$ cat src/hdl/dcpwm_pkg.sv
// constants, register map and state types of the dual down-count timer
// assumes 8-bit register writes in the low byte of a 32-bit wishbone word; count and duty read back 10 bits
package dcpwm_pkg;

  localparam int NCH = 2;
  localparam int CW  = 10;

  // byte addresses; channel two sits one stride above channel one
  localparam logic [7:0] A_CTL1    = 8'h00;
  localparam logic [7:0] A_CTL2    = 8'h04;
  localparam logic [7:0] A_COUNT   = 8'h08;
  localparam logic [7:0] A_DUTY    = 8'h0C;
  localparam logic [7:0] A_PSVAL   = 8'h10;
  localparam logic [7:0] A_TONE    = 8'h14;
  localparam logic [7:0] CH_STRIDE = 8'h20;
  localparam logic [7:0] A_HIGH    = 8'h40;
  localparam logic [7:0] A_IFLAG   = 8'h44;
  localparam logic [7:0] A_IEN     = 8'h48;

  // control one
  localparam int B_EN         = 0;
  localparam int B_RELOAD_SEL = 1;
  localparam int B_ONE_SHOT   = 2;
  localparam int B_POL        = 6;
  localparam int B_WAVE_OE    = 7;
  // control two
  localparam int B_RATIO      = 0;
  localparam int B_PS_EN_N    = 3;
  localparam int B_EDGE       = 4;
  localparam int B_SRC        = 5;
  // tone control
  localparam int B_TONE_SRC   = 3;
  localparam int B_TONE_EN    = 7;
  // interrupt registers and high register bit positions
  localparam int B_GIE        = 7;
  localparam int FLAG_POS    [NCH] = '{3, 5};
  localparam int RLD_HI_POS  [NCH] = '{4, 6};
  localparam int DUTY_HI_POS [NCH] = '{0, 2};

  localparam logic [7:0]    IFLAG_MASK = 8'h28;
  localparam logic [7:0]    IEN_MASK   = 8'hA8;
  localparam logic [7:0]    RST_BYTE   = 8'h00;
  localparam logic [CW-1:0] COUNT_MAX  = 10'h3FF;
  localparam logic [CW-1:0] COUNT_ZERO = 10'h000;
  localparam logic [2:0]    RATIO_TOP  = 3'h7;
  localparam logic [7:0]    DIV_FULL   = 8'hFF;

  typedef struct packed {
    logic [7:0]    ctl1;
    logic [7:0]    ctl2;
    logic [7:0]    tone;
    logic [CW-1:0] reload_buf;
    logic [CW-1:0] duty_buf;
    logic [CW-1:0] duty_act;
    logic [CW-1:0] top;
    logic [CW-1:0] count;
    logic          stopped;
    logic          wave;
    logic          tone_lvl;
  } dcpwm_ch_t;

  typedef struct packed {
    dcpwm_ch_t [NCH-1:0] ch;
    logic [7:0]          high;
    logic [7:0]          iflag;
    logic [7:0]          ien;
    logic [NCH-1:0]      ext_prev;
    logic [7:0]          instr_cnt;
    logic                ack;
    logic [31:0]         rdata;
    logic                irq;
  } dcpwm_state_t;

  typedef struct packed {
    logic [7:0] cnt;
  } dcpwm_div_state_t;

  // ratio code n divides by 2**(n+1)
  function automatic logic [7:0] ratio_mask(input logic [2:0] n);
    return DIV_FULL >> (RATIO_TOP - n);
  endfunction

endpackage

$ cat src/hdl/dcpwm_top.sv
// two-channel 10-bit down-count timer with pwm and tone outputs, wishbone slave
// assumes external tick pins already synchronous to CLK; pad muxing lives outside
// Overview of operation
// - 10-bit down counter, prescaler, auto reload
// - high bits first, reload applied at underflow
// - disabled: low reload write loads counter now
// - count read returns live counter
// - enable bit runs; source bit picks pin
// - edge bit: one falling, zero rising
// - prescaler on when bit low, 1:2..1:256
// - prescaler count readable
// - one-shot counts down once then stops
// - continuous restart from reload or 0x3FF
// - channel one flag bit 3, gated irq
// - flag held until software writes zero
// - wave enable drives pin, output direction
// - polarity bit one means active low
// - duty zero never active, 10-bit duty
// - duty high bits first, applied at underflow
// - tone enable drives tone pin as output
// - tone source prescaler or counter, divided
// - channel two uses second tick pin
// - channel two high bits at 7:6, 3:2
// - channel two flag bit 5, gated irq
module dcpwm_top
  import dcpwm_pkg::*;
#(
  parameter int INSTR_DIV = 4
)
(
  input  wire logic        CLK,
  input  wire logic        RESETN,
  input  wire logic        WB_CYC_I,
  input  wire logic        WB_STB_I,
  input  wire logic        WB_WE_I,
  input  wire logic [7:0]  WB_ADR_I,
  input  wire logic [3:0]  WB_SEL_I,
  input  wire logic [31:0] WB_DAT_I,
  output logic [31:0]      WB_DAT_O,
  output logic             WB_ACK_O,
  input  wire logic        EXT_TICK_PIN_A,
  input  wire logic        EXT_TICK_PIN_B,
  output logic             CH1_WAVE_PIN,
  output logic             CH1_WAVE_PIN_OE_N,
  output logic             CH1_TONE_PIN,
  output logic             CH1_TONE_PIN_OE_N,
  output logic             CH2_WAVE_PIN,
  output logic             CH2_WAVE_PIN_OE_N,
  output logic             CH2_TONE_PIN,
  output logic             CH2_TONE_PIN_OE_N,
  output logic             IRQ
);

  localparam logic [7:0] INSTR_LAST = 8'(INSTR_DIV - 1);

  dcpwm_state_t   q;
  dcpwm_state_t   d;
  logic           req;
  logic           wr;
  logic [7:0]     wdat;
  logic           instr_tick;
  logic [NCH-1:0] pin_now;
  logic [NCH-1:0] src_tick;
  logic [NCH-1:0] ps_out;
  logic [NCH-1:0] ps_clr;
  logic [NCH-1:0] run;
  logic [NCH-1:0] cnt_tick;
  logic [NCH-1:0] uf;
  logic [NCH-1:0] tone_in;
  logic [NCH-1:0] tone_tick;
  logic [7:0]     ps_val [NCH];

  function automatic logic hit(input logic [7:0] adr, input int ch, input logic [7:0] off);
    return adr == 8'(off + 8'(ch) * CH_STRIDE);
  endfunction

  assign req        = WB_CYC_I & WB_STB_I;
  // writes land on the edge that sees ack, as the master expects
  assign wr         = req & WB_WE_I & q.ack & WB_SEL_I[0];
  assign wdat       = WB_DAT_I[7:0];
  assign instr_tick = q.instr_cnt == INSTR_LAST;
  assign pin_now    = {EXT_TICK_PIN_B, EXT_TICK_PIN_A};

  genvar g;
  generate
    for (g = 0; g < NCH; g++) begin : g_ch
      logic rise;
      logic fall;
      // pins are synchronous already, so one stage suffices for the edge
      assign rise = pin_now[g] & ~q.ext_prev[g];
      assign fall = ~pin_now[g] & q.ext_prev[g];
      assign src_tick[g] = q.ch[g].ctl2[B_SRC] ?
                           (q.ch[g].ctl2[B_EDGE] ? fall : rise) : instr_tick;
      assign ps_clr[g] = wr & hit(WB_ADR_I, g, A_CTL2);
      assign run[g] = q.ch[g].ctl1[B_EN] & ~q.ch[g].stopped;
      assign cnt_tick[g] = run[g] & (q.ch[g].ctl2[B_PS_EN_N] ? src_tick[g] : ps_out[g]);
      assign uf[g] = cnt_tick[g] & (q.ch[g].count == COUNT_ZERO);
      assign tone_in[g] = q.ch[g].tone[B_TONE_SRC] ? uf[g] : ps_out[g];

      dcpwm_div u_pre (
        .CLK      (CLK),
        .RESETN   (RESETN),
        .clear    (ps_clr[g]),
        .tick_in  (src_tick[g] & q.ch[g].ctl1[B_EN]),
        .ratio    (q.ch[g].ctl2[B_RATIO +: 3]),
        .tick_out (ps_out[g]),
        .value    (ps_val[g])
      );

      dcpwm_div u_tone (
        .CLK      (CLK),
        .RESETN   (RESETN),
        .clear    (~q.ch[g].tone[B_TONE_EN]),
        .tick_in  (tone_in[g]),
        .ratio    (q.ch[g].tone[B_RATIO +: 3]),
        .tick_out (tone_tick[g]),
        .value    ()
      );
    end
  endgenerate

  always_comb begin
    logic [CW-1:0] rld;
    logic [CW-1:0] dty;
    rld = COUNT_ZERO;
    dty = COUNT_ZERO;
    d = q;
    d.ack = req & ~q.ack;
    d.ext_prev = pin_now;
    d.instr_cnt = instr_tick ? RST_BYTE : q.instr_cnt + 8'h01;
    d.irq = |(q.iflag & q.ien & IFLAG_MASK) & q.ien[B_GIE];
    if (wr && WB_ADR_I == A_HIGH) begin
      d.high = wdat;
    end
    if (wr && WB_ADR_I == A_IEN) begin
      d.ien = wdat & IEN_MASK;
    end
    // only a written zero clears; a one leaves the flag alone
    if (wr && WB_ADR_I == A_IFLAG) begin
      d.iflag = q.iflag & wdat & IFLAG_MASK;
    end
    d.rdata = '0;
    if (req && !q.ack) begin
      if (WB_ADR_I == A_HIGH) begin
        d.rdata[7:0] = q.high;
      end
      if (WB_ADR_I == A_IFLAG) begin
        d.rdata[7:0] = q.iflag;
      end
      if (WB_ADR_I == A_IEN) begin
        d.rdata[7:0] = q.ien;
      end
    end
    for (int i = 0; i < NCH; i++) begin
      rld = {q.high[RLD_HI_POS[i] +: 2], wdat};
      dty = {q.high[DUTY_HI_POS[i] +: 2], wdat};
      if (req && !q.ack) begin
        if (hit(WB_ADR_I, i, A_CTL1)) begin
          d.rdata[7:0] = q.ch[i].ctl1;
        end
        if (hit(WB_ADR_I, i, A_CTL2)) begin
          d.rdata[7:0] = q.ch[i].ctl2;
        end
        if (hit(WB_ADR_I, i, A_COUNT)) begin
          d.rdata[CW-1:0] = q.ch[i].count;
        end
        if (hit(WB_ADR_I, i, A_DUTY)) begin
          d.rdata[CW-1:0] = q.ch[i].duty_buf;
        end
        if (hit(WB_ADR_I, i, A_PSVAL)) begin
          d.rdata[7:0] = ps_val[i];
        end
        if (hit(WB_ADR_I, i, A_TONE)) begin
          d.rdata[7:0] = q.ch[i].tone;
        end
      end
      if (cnt_tick[i]) begin
        if (uf[i]) begin
          d.iflag[FLAG_POS[i]] = 1'b1;
          d.ch[i].duty_act = q.ch[i].duty_buf;
          if (q.ch[i].ctl1[B_ONE_SHOT]) begin
            d.ch[i].stopped = 1'b1;
          end else begin
            d.ch[i].count = q.ch[i].ctl1[B_RELOAD_SEL] ? q.ch[i].reload_buf : COUNT_MAX;
            d.ch[i].top = d.ch[i].count;
          end
        end else begin
          d.ch[i].count = q.ch[i].count - 10'h001;
        end
      end
      if (wr && hit(WB_ADR_I, i, A_CTL1)) begin
        d.ch[i].ctl1 = wdat;
        d.ch[i].stopped = 1'b0;
      end
      if (wr && hit(WB_ADR_I, i, A_CTL2)) begin
        d.ch[i].ctl2 = wdat;
      end
      if (wr && hit(WB_ADR_I, i, A_TONE)) begin
        d.ch[i].tone = wdat;
      end
      if (wr && hit(WB_ADR_I, i, A_COUNT)) begin
        d.ch[i].reload_buf = rld;
        if (!q.ch[i].ctl1[B_EN]) begin
          d.ch[i].count = rld;
          d.ch[i].top = rld;
          d.ch[i].stopped = 1'b0;
        end
      end
      if (wr && hit(WB_ADR_I, i, A_DUTY)) begin
        d.ch[i].duty_buf = dty;
        if (!q.ch[i].ctl1[B_EN]) begin
          d.ch[i].duty_act = dty;
        end
      end
      // duty above the period would simply saturate to always active
      d.ch[i].wave = q.ch[i].ctl1[B_WAVE_OE] &
                     ((run[i] & ((q.ch[i].top - q.ch[i].count) < q.ch[i].duty_act)) ^
                      q.ch[i].ctl1[B_POL]);
      if (!q.ch[i].tone[B_TONE_EN]) begin
        d.ch[i].tone_lvl = 1'b0;
      end else if (tone_tick[i]) begin
        d.ch[i].tone_lvl = ~q.ch[i].tone_lvl;
      end
    end
  end

  always_ff @(posedge CLK) begin
    if (!RESETN) begin
      q <= '0;
    end else begin
      q <= d;
    end
  end

  assign WB_ACK_O          = q.ack;
  assign WB_DAT_O          = q.rdata;
  assign IRQ               = q.irq;
  assign CH1_WAVE_PIN      = q.ch[0].wave;
  assign CH1_WAVE_PIN_OE_N = ~q.ch[0].ctl1[B_WAVE_OE];
  assign CH1_TONE_PIN      = q.ch[0].tone_lvl;
  assign CH1_TONE_PIN_OE_N = ~q.ch[0].tone[B_TONE_EN];
  assign CH2_WAVE_PIN      = q.ch[1].wave;
  assign CH2_WAVE_PIN_OE_N = ~q.ch[1].ctl1[B_WAVE_OE];
  assign CH2_TONE_PIN      = q.ch[1].tone_lvl;
  assign CH2_TONE_PIN_OE_N = ~q.ch[1].tone[B_TONE_EN];
endmodule

$ cat src/hdl/dcpwm_div.sv
// power-of-two tick divider, used as prescaler and as tone divider
// assumes tick_in is a one-cycle enable pulse in the CLK domain
module dcpwm_div
  import dcpwm_pkg::*;
(
  input  wire logic       CLK,
  input  wire logic       RESETN,
  input  wire logic       clear,
  input  wire logic       tick_in,
  input  wire logic [2:0] ratio,
  output logic            tick_out,
  output logic [7:0]      value
);

  dcpwm_div_state_t q;
  dcpwm_div_state_t d;
  logic [7:0]       mask;

  assign mask     = ratio_mask(ratio);
  assign tick_out = tick_in & ((q.cnt & mask) == mask);
  assign value    = q.cnt;

  always_comb begin
    d = q;
    if (clear) begin
      d.cnt = RST_BYTE;
    end else if (tick_in) begin
      d.cnt = q.cnt + 8'h01;
    end
  end

  always_ff @(posedge CLK) begin
    if (!RESETN) begin
      q <= '0;
    end else begin
      q <= d;
    end
  end

endmodule

$ cat config.mk
export PLATFORM = sky130hd
export DESIGN_NAME = dcpwm_top
export DESIGN_NICKNAME = d
export VERILOG_FILES = /design/src/hdl/dcpwm_pkg.sv /design/src/hdl/dcpwm_top.sv /design/src/hdl/dcpwm_div.sv
export SDC_FILE = /design/constraint.sdc
export NUM_CORES = 1
export LEC_CHECK = 0
export ABC_AREA = 1
export BUFFER_PORTS_ARGS = -buffer_cell sky130_fd_sc_hd__buf_2
export CAP_MARGIN = 15
export CORE_ASPECT_RATIO = 0.9
export CORE_UTILIZATION = 61
export DETAILED_ROUTE_END_ITERATION = 10
export PLACE_DENSITY_LB_ADDON = 0.12
export SYNTH_ARGS = -nofsm -noshare
export SYNTH_HDL_FRONTEND = slang
export SYNTH_SLANG_ARGS = --single-unit
$ cat constraint.sdc
create_clock -name CLK -period 3.5 [get_ports CLK]
set_input_delay 0.175 -clock CLK [delete_from_list [all_inputs] [get_ports CLK]]
set_output_delay 0.175 -clock CLK [all_outputs]
set_load 0.05 [all_outputs]
Word-level counts from Yosys, hierarchy flattened:

Cells that the tools add are included.

* flip-flop bits (word level): 243
* logic and storage cells: 202

* add/subtract/negate cells: 13
* $lt $le $gt $ge: 2
* eq/ne operators: 19
* shift operators: 4
* mux-type cells: 55
* bitwise logic cells: 50
* reduce and logical (&&, ||, !) cells: 24

Operator list (number)
* two-way mux 10 bit: 14
* two-way mux 8 bit: 12
* two-way mux 21 bit: 4
* two-way mux 20 bit: 4
* two-way mux 31 bit: 2
* equality test 8 x 6 -> 1 bit (second input constant): 6
* adder 8 x 1 -> 8 bit (second input constant): 5
* AND 8 bit: 4
* equality test 8 bit: 4
* right shift 8 x 3 -> 8 bit (first input constant): 4
* AND 1 bit: 28
* equality test 8 x 7 -> 1 bit (second input constant): 3
* logical NOT 10 bit: 2
* less-than comparator 10 bit: 2
* subtractor 10 x 1 -> 10 bit (second input constant): 2
* subtractor 10 bit: 2
* two-way mux 1 bit: 18
* equality test 8 x 4 -> 1 bit (second input constant): 2
* equality test 8 x 5 -> 1 bit (second input constant): 2
* logical AND 1 bit: 14
* NOT 1 bit: 14
* AND 6 bit: 2
* subtractor 3 bit (first input constant): 4
* equality test 8 x 2 -> 1 bit (second input constant): 1
* 7 further kinds: 12

Depth between registers and ports, before layout:

Gate-level depths: netlist of run 1.

* word-level depth: 19
* depth in mapped cells: 23
* mapped depth without buffers: 23

Modules after synthesis:

From an unflattened synthesis of run 1, not the netlist that was laid out.

* cells, all modules: 1774
* area, all modules: 12184.2 um^2

By module, submodules not included
* dcpwm_top: times used 1, cells each 1502, area an instance 10447.5 um^2
* dcpwm_div: times used 4, cells each 68, area an instance 434.2 um^2

Worst setup path before layout of run 1:

Ideal clock, no wire load.

* kind: reg-to-reg
* start point: register q[150] (netlist name)
* end point: register q, in the netlist CH2_WAVE_PIN
* library setup time: 0.079 ns
* data arrival time: 2.778 ns
* required time: 3.421 ns
* path slack: 0.642 ns
* cell stages (with the launch flop): 20
* buffers on the path: 0
* cells stage by stage: dfxtp_1 -> inv_1 -> ha_1 -> a21oi_1 -> nand2_1 -> a21oi_1 -> o21bai_1 -> nand2_1 -> nand2_1 -> nand2_1 -> nand2_1 -> nand2_1 -> nand2_1 -> a21oi_1 -> xor2_1 -> ha_1 -> a2111oi_0 -> o21ai_0 -> xor2_1 -> nor3_1

* word-level cells in the longest chain between the ends: 5

Ends and longest elaborated chain
* from (decl): RTL line dcpwm_top.sv:56 `dcpwm_state_t q;`
* from (signal assigned): RTL line dcpwm_top.sv:229 `q <= '0;`
* from (signal assigned): RTL line dcpwm_top.sv:231 `q <= d;`
* subtractor 10 bit: RTL line dcpwm_top.sv:217 `((run[i] & ((q.ch[i].top - q.ch[i].count) < q.ch[i].duty_act)) ^`
* less-than comparator 10 bit: RTL line dcpwm_top.sv:217
* AND 1 bit: RTL line dcpwm_top.sv:217
* bitwise XOR 1 bit: RTL line dcpwm_top.sv:217
* AND 1 bit: RTL line dcpwm_top.sv:216 `d.ch[i].wave = q.ch[i].ctl1[B_WAVE_OE] &`

Every way passes these cells.
A chain may end at the register's enable or synchronous reset.

Worst setup path after layout of run 1:

Ends and elaborated chain as after synthesis.

==> results of run 1 <==
## path summary, 6_finish.rpt
kind               start            to  depth (start not counted)
max               q[150]  CH2_WAVE_PIN                         19
min          WB_DAT_I[5]        q[116]                          3
max reg2reg       q[150]  CH2_WAVE_PIN                         19
min reg2reg       q[125]        q[125]                          2
## worst max-delay path: cells and delay by family, from the launching register on
family,cells,cell delay [ns]
AO/OA/AOI/OAI,6,1.11
adder cells (fa/ha/maj),2,0.61
AND/OR/NAND/NOR,8,0.57
flip-flops,1,0.37
XOR/XNOR,2,0.33
buffers and inverters,1,0.10
## cell usage after synthesis, types with 10 or more instances
library cell	number	area [um^2]
xnor2_1	12	105
inv_2	20	75.1
buf_4	33	248
nor3_1	24	120
nand3_1	92	460
o21ai_1	14	70.1
o22ai_1	10	62.6
o211ai_1	21	158
buf_2	17	85.1
ha_1	43	538
dfxtp_1	221	4420
nor2_1	149	559
xor2_1	32	280
a22oi_1	18	135
clkbuf_1	30	113
a21oi_1	175	876
o21ai_0	152	761
nand2_1	348	1310
nand4_1	21	131
inv_1	258	968
## per-layer routing
metal	track usage, %	wire length (um)	vias up
li1	-	-	5693
met1	48.9	15000	5240
met2	50.3	14500	570
met3	7.41	3960	65
met4	9.11	900	0
met5	0	0	-
## per-stage QoR
stage | cell area (um^2) | utilization, %
after global placement | 12300 | 63.7
after global routing | 13000 | 67.3
final | 13000 | 67.3
after detailed placement | 12300 | 63.7
after floorplan | 12200 | -
after CTS | 13000 | 67.2
## state kept, by name, indices dropped and copies added, names as in the netlist
register and count:
CH2_WAVE_PIN 1, IRQ 1, CH1_TONE_PIN 1, g_ch.u_pre.value 16, q 173, g_ch.u_tone.value 16
WB_DAT_O 10, CH1_WAVE_PIN 1, WB_ACK_O 1, CH2_TONE_PIN 1
## kinds of logic after synthesis
family / count (synthesis) / synth area share [%]
and+or+nand+nor: 674 / 24.2
AOI/OAI and AO/OA: 415 / 18.7
buffers and inverters: 364 / 12.7
DFF: 221 / 36.5
adders and majority gates: 45 / 4.77
xor gates and xnor gates: 44 / 3.18
other: 1 / 0.0309
## final cells by class
type / instances / area share [%]
Clock inverter: 3 / 0.144
Multi-Input combinational cell: 1200 / 48.0
Timing Repair Buffer: 55 / 2.40
Clock buffer: 33 / 4.94
Tap cell: 250 / 2.40
Inverter: 279 / 8.05
Sequential cell: 221 / 34.0
## what timing repair did
item / in CTS / in global routing
resized for setup: 0 / 2
hold buffers: 3 / 0
setup endpoints to repair: 0 / 1
hold endpoints to repair: 5 / 0
## power by group through the flow
stage | Sequential, mW | Clock [mW] | Combinational [mW]
2_1_floorplan | 2.58 | 0 | 0.175
3_3_place_gp | 2.58 | 0 | 0.228
3_5_place_dp | 2.58 | 0 | 0.231
4_1_cts | 2.52 | 2.25 | 0.234
5_1_grt | 2.52 | 2.33 | 0.257
6_report | 2.52 | 2.22 | 0.240
==> results_dict.tcl, run 1 <==
set metrics [dict create \
    outcome "complete, no violations" \
    slowest_delay_ns 0.38 \
    worstSkewPairLatency_ns 0.52 \
    cts_buffers 23 \
    peakVddDrop_uv 410 \
    critPathArrivalTime_ns 3.58 \
    timing_hold_violations_final 0 \
    fp.dieW_um 151 \
    crit_top_cell "nand2_1" \
    worst_pin_slew_ns 0.842 \
    clockBufferDepth 3 \
    relSlewSlack_pct 43.6 \
    power.density_nw_per_um2 384 \
    ant_nets 0 \
    combPwrFrac_pct 4.8 \
    maxCapViolCount 0 \
    leakagePower_nw 5.95 \
    critPathKind "reg2reg" \
    slew_viol_final 0 \
    regArea_um2 4420 \
    layout_commonest_cell "nand2_1" \
    setup_ws_ns 0.345 \
    cts_root_buffer "clkbuf_16" \
    place_inst 2002 \
    grt_max_degree 47 \
    layout.nets 1876 \
    track_usage_pct 33.8 \
    yosysWarnings 0 \
    async_flop_share_pct 0 \
    finalCritPeriodShare_pct 90.2 \
    h-tree-depth 1 \
    p_int_mw 3.83 \
    path_max_fanout 4 \
    cts.sinks 221 \
    rsz0062_at_grt "false" \
    synth_seq_cells 221 \
    synth_area_per_cell_um2 6.87 \
    ios 93 \
    first_iter_violations 1076 \
    start_util_pct 62.7 \
    drive_gt1_share_pct 7.98 \
    final_cells 2041 \
    dieArea_um2 20400 \
    cts_tree "yes" \
    postCtsSetupBuffers 0 \
    finalClockSkew_ns 0.0198 \
    io_buffer_count 43 \
    via_count 11600 \
    place_hpwl_mm 25.2 \
    worstSetupStartpointType "flip-flop" \
    core_area_um2 19300 \
    die_h_um 136 \
    period_minus_slack_ns 3.16 \
    ys_seq_area_share_pct 36.5 \
    diodes 0 \
    setup_viol 0 \
    multiInputGateArea_um2 6250 \
    p_sw_share_pct 23.3 \
    end_kind "flip-flop" \
    area_growth_pct 7.30 \
    synth_flop_cell "dfxtp_1" \
    grt_first_pass_wirelength_mm 53.4 \
    vias_per_cell 5.67 \
    num_rows 48 \
    rrSetupSlack_ns 0.34 \
    grt_overflow_total 0 \
    synthCells 1764 \
    first_global_vias 10100 \
    ys_types 48 \
    mappedNetlistArea_um2 12100 \
    tns_ns 0 \
    drc_errors 0 \
    synth_edf_count 0 \
    drt_wl_total_mm 34.4 \
    clockPowerShare_pct 44.6 \
    drt-pass1-iter-count 6 \
    power_mw 4.99 \
    cp_slowest_cell "a2111oi_1" \
    gp_congestion 0.965 \
    place_ws_ns 0.335 \
    clkTransAtPathRegs_ns 0.06 \
    wl_per_cell_um 16.8 \
    cp_data_required_time_ns 3.93 \
    final_cell_mix "348 x nand2_1, 258 x inv_1, 221 x dfxtp_1" \
    max_freq_mhz 317 \
    holdWs_ns 0.0535 \
    hold_class "in2reg" \
    switching_power_mw 1.16 \
    antenna_found_initial 0 \
    seqPwrFrac_pct 50.6 \
    fillers 1735 \
    path_cells "inv_1 -> ha_1 -> a21oi_1 -> nand2_1 -> a21oi_2 -> o21bai_1 -> nand2_1 -> nand2_1 -> nand2_1 -> nand2_1 -> nand2_1 -> nand2_1 -> a21oi_1 -> xor2_1 -> ha_1 -> a2111oi_1 -> o21ai_0 -> xor2_1 -> nor3_1" \
]
No activity file was read; power rests on OpenSTA's default activity.
==> run 2: changes to the inputs <==
ABC_AREA = unset   (was 1)
==> run 2 against run 1 <==
  * Critical path depth decreased by 6
  * Clock power rose by 10%
  * Cell count is 7.0% lower
  * Combinational power increased by 42%
  * Total power up 6.8%
  * Clock-buffer cell count is 2 higher
==> results_dict.tcl, run 2 <==
set metrics [dict create \
    outcome "complete, no violations" \
    postCtsSetupBuffers 0 \
    relSlewSlack_pct 33.7 \
    worstSkewPairLatency_ns 0.53 \
    drt_wl_total_mm 38.7 \
    ant_nets 0 \
    drt-pass1-iter-count 6 \
    netlist.area_leader.share_pct 34.7 \
    critPathKind "reg2reg" \
    slew_viol_final 0 \
    path_max_fanout 4 \
    timing_hold_violations_final 0 \
    netlist_top_cells_area "dfxtp_1 35%, nand2_1 6.2%, a21oi_1 5.1%" \
    yosys.area.top_type "dfxtp_1" \
    use_met1_pct 52.7 \
    layout_commonest_cell "dfxtp_1" \
    dieArea_um2 21500 \
    period_minus_slack_ns 3.20 \
    synth_flop_cell "dfxtp_1" \
    end_kind "flip-flop" \
    clockBufferDepth 3 \
    ios 93 \
    synth_area_per_cell_um2 7.84 \
    start_util_pct 62.9 \
    cts_tree "yes" \
    worstSetupStartpointType "flip-flop" \
    drive_gt1_share_pct 8.22 \
    crit_buf_inv 1 \
    place_ws_ns 0.169 \
    finalCritPeriodShare_pct 91.3 \
    grt_first_pass_wirelength_mm 60.9 \
    leakagePower_nw 5.01 \
    fillers 1741 \
    power.density_nw_per_um2 386 \
    largest_reg_flops 173 \
    io_buffer_count 43 \
    area_growth_pct 8.35 \
    first_iter_violations 1404 \
    die_h_um 139 \
    diodes 0 \
    vias_per_cell 6.37 \
    multiInputGateArea_um2 7530 \
    place_hpwl_mm 27.4 \
    path_cells "inv_1 -> ha_1 -> a21o_1 -> a21o_1 -> a311oi_1 -> o41ai_1 -> a21oi_1 -> xnor2_1 -> ha_1 -> a211oi_1 -> o21ai_1 -> xnor2_1 -> and3_1" \
    rsz0062_at_grt "false" \
    layout.nets 1726 \
    fp.dieW_um 154 \
    via_count 12100 \
    use_met3_pct 8.63 \
    slowest_delay_ns 0.40 \
    max_freq_mhz 313 \
    cp_slowest_cell "dfxtp_1" \
    grt_overflow_total 0 \
    clkTransAtPathRegs_ns 0.06 \
    mappedNetlistArea_um2 12700 \
    grt_max_degree 107 \
    synth_edf_count 0 \
    cts.sinks 221 \
    setup_viol 0 \
    yosysMostFrequentCell "dfxtp_1" \
    synth_seq_cells 221 \
    setup_ws_ns 0.305 \
    peakVddDrop_uv 351 \
    wl_per_cell_um 20.4 \
    ys_types 87 \
    hold_class "in2reg" \
    synthCells 1625 \
    cts_buffers 24 \
    first_global_vias 11100 \
    maxCapViolCount 0 \
    core_area_um2 20200 \
    place_inst 1857 \
    largest_register "q" \
    tns_ns 0 \
    final_cells 1898 \
    busiest_layer "met1" \
    yosysWarnings 0 \
    crit_family "compound AO/OA/AOI/OAI gates" \
    final_cell_mix "220 x dfxtp_1, 211 x nand2_1, 130 x a21oi_1" \
    track_usage_pct 36.1 \
    synth_commonest_cells "221 x dfxtp_1, 211 x nand2_1, 131 x a21oi_1, 101 x o21ai_0, 85 x nor2_1" \
    drc_errors 0 \
    worst_pin_slew_ns 0.986 \
    power_mw 5.33 \
    critPathArrivalTime_ns 3.61 \
    h-tree-depth 1 \
    async_flop_share_pct 0 \
    cp_data_required_time_ns 3.92 \
    num_rows 49 \
    antenna_found_initial 1 \
    use_met2_pct 52.1 \
    regArea_um2 4430 \
    gp_congestion 0.979 \
    ys_seq_area_share_pct 34.7 \
    cts_root_buffer "clkbuf_16" \
    finalClockSkew_ns 0.00995 \
]
## run 2: cell types whose count changed after synthesis, sizes merged, moves of 41 or more
cell    change
a21boi     +88
nor2       -81
mux2i      +44
nor2b      +41
nand2     -146
inv       -203
a21oi      -46
clkbuf     +49
## run 2: logic make-up after synthesis
group	Yosys count	share of synthesized area, %
simple gates	573	22.1
compound gates	488	24.2
flops	221	34.7
buf+inv	196	6.87
xor+xnor	53	3.65
mux	48	3.81
fa+ha+maj	45	4.54
other cells	1	0.0295
## run 2: per-layer routing
metal	vias up	wire length, um
li1	5735	-
met1	5624	17200
met2	637	15800
met3	96	4310
met4	0	1240
met5	-	0
## run 2: path summary, 6_finish.rpt
| check | startpoint | end | slack (ns) | depth (start not counted) |
|---|---|---|---|---|
| max reg2reg | q[149] | CH2_WAVE_PIN | 0.30 | 13 |
| min | WB_DAT_I[6] | q[184] | 0.13 | 3 |
| max | q[149] | CH2_WAVE_PIN | 0.30 | 13 |
| min reg2reg | q[196] | q[196] | 0.45 | 2 |
## run 2: area by class of cell
| cell class | instances | share of cell area [%] |
|---|---|---|
| multi-input cells | 1229 | 54.6 |
| flip-flops and latches | 221 | 32.1 |
| clock buffers | 35 | 5.24 |
| repair buffers | 79 | 3.57 |
| well taps | 255 | 2.31 |
| inverters | 75 | 2.04 |
| clock inverters | 4 | 0.172 |
## run 2: tightest hold or removal path, cell delays in order
cell and delay, ns:
buf_2 0.25, nand2_1 0.12, a21boi_1 0.05
## run 2: timing repair
| action | CTS | global route |
|---|---|---|
| hold buffers | 2 | 0 |
| endpoints found under the setup margin | 0 | 2 |
| endpoints found under the hold margin | 2 | 0 |
| gates resized for setup | 0 | 6 |
## run 2: metrics by stage
| step | hold slack [ns] | instance area (um^2) | util (%) |
|---|---|---|---|
| 3_3_place_gp | 0.411 | 13000 | 64.4 |
| 3_5_place_dp | 0.413 | 13000 | 64.4 |
| 2_1_floorplan | 0.297 | 12800 | - |
| 4_1_cts | 0.119 | 13800 | 68.2 |
| 5_1_grt | 0.137 | 13800 | 68.2 |
| 6_report | 0.127 | 13800 | 68.2 |
## run 2: power by group
group          switching, mW  leakage [nW]  internal (mW)  total (mW)
registers             0.0121          1.78           2.53        2.54
clock network           1.03         0.372           1.42        2.45
logic                  0.247          2.86         0.0924       0.340
total                   1.29          5.01           4.04        5.33
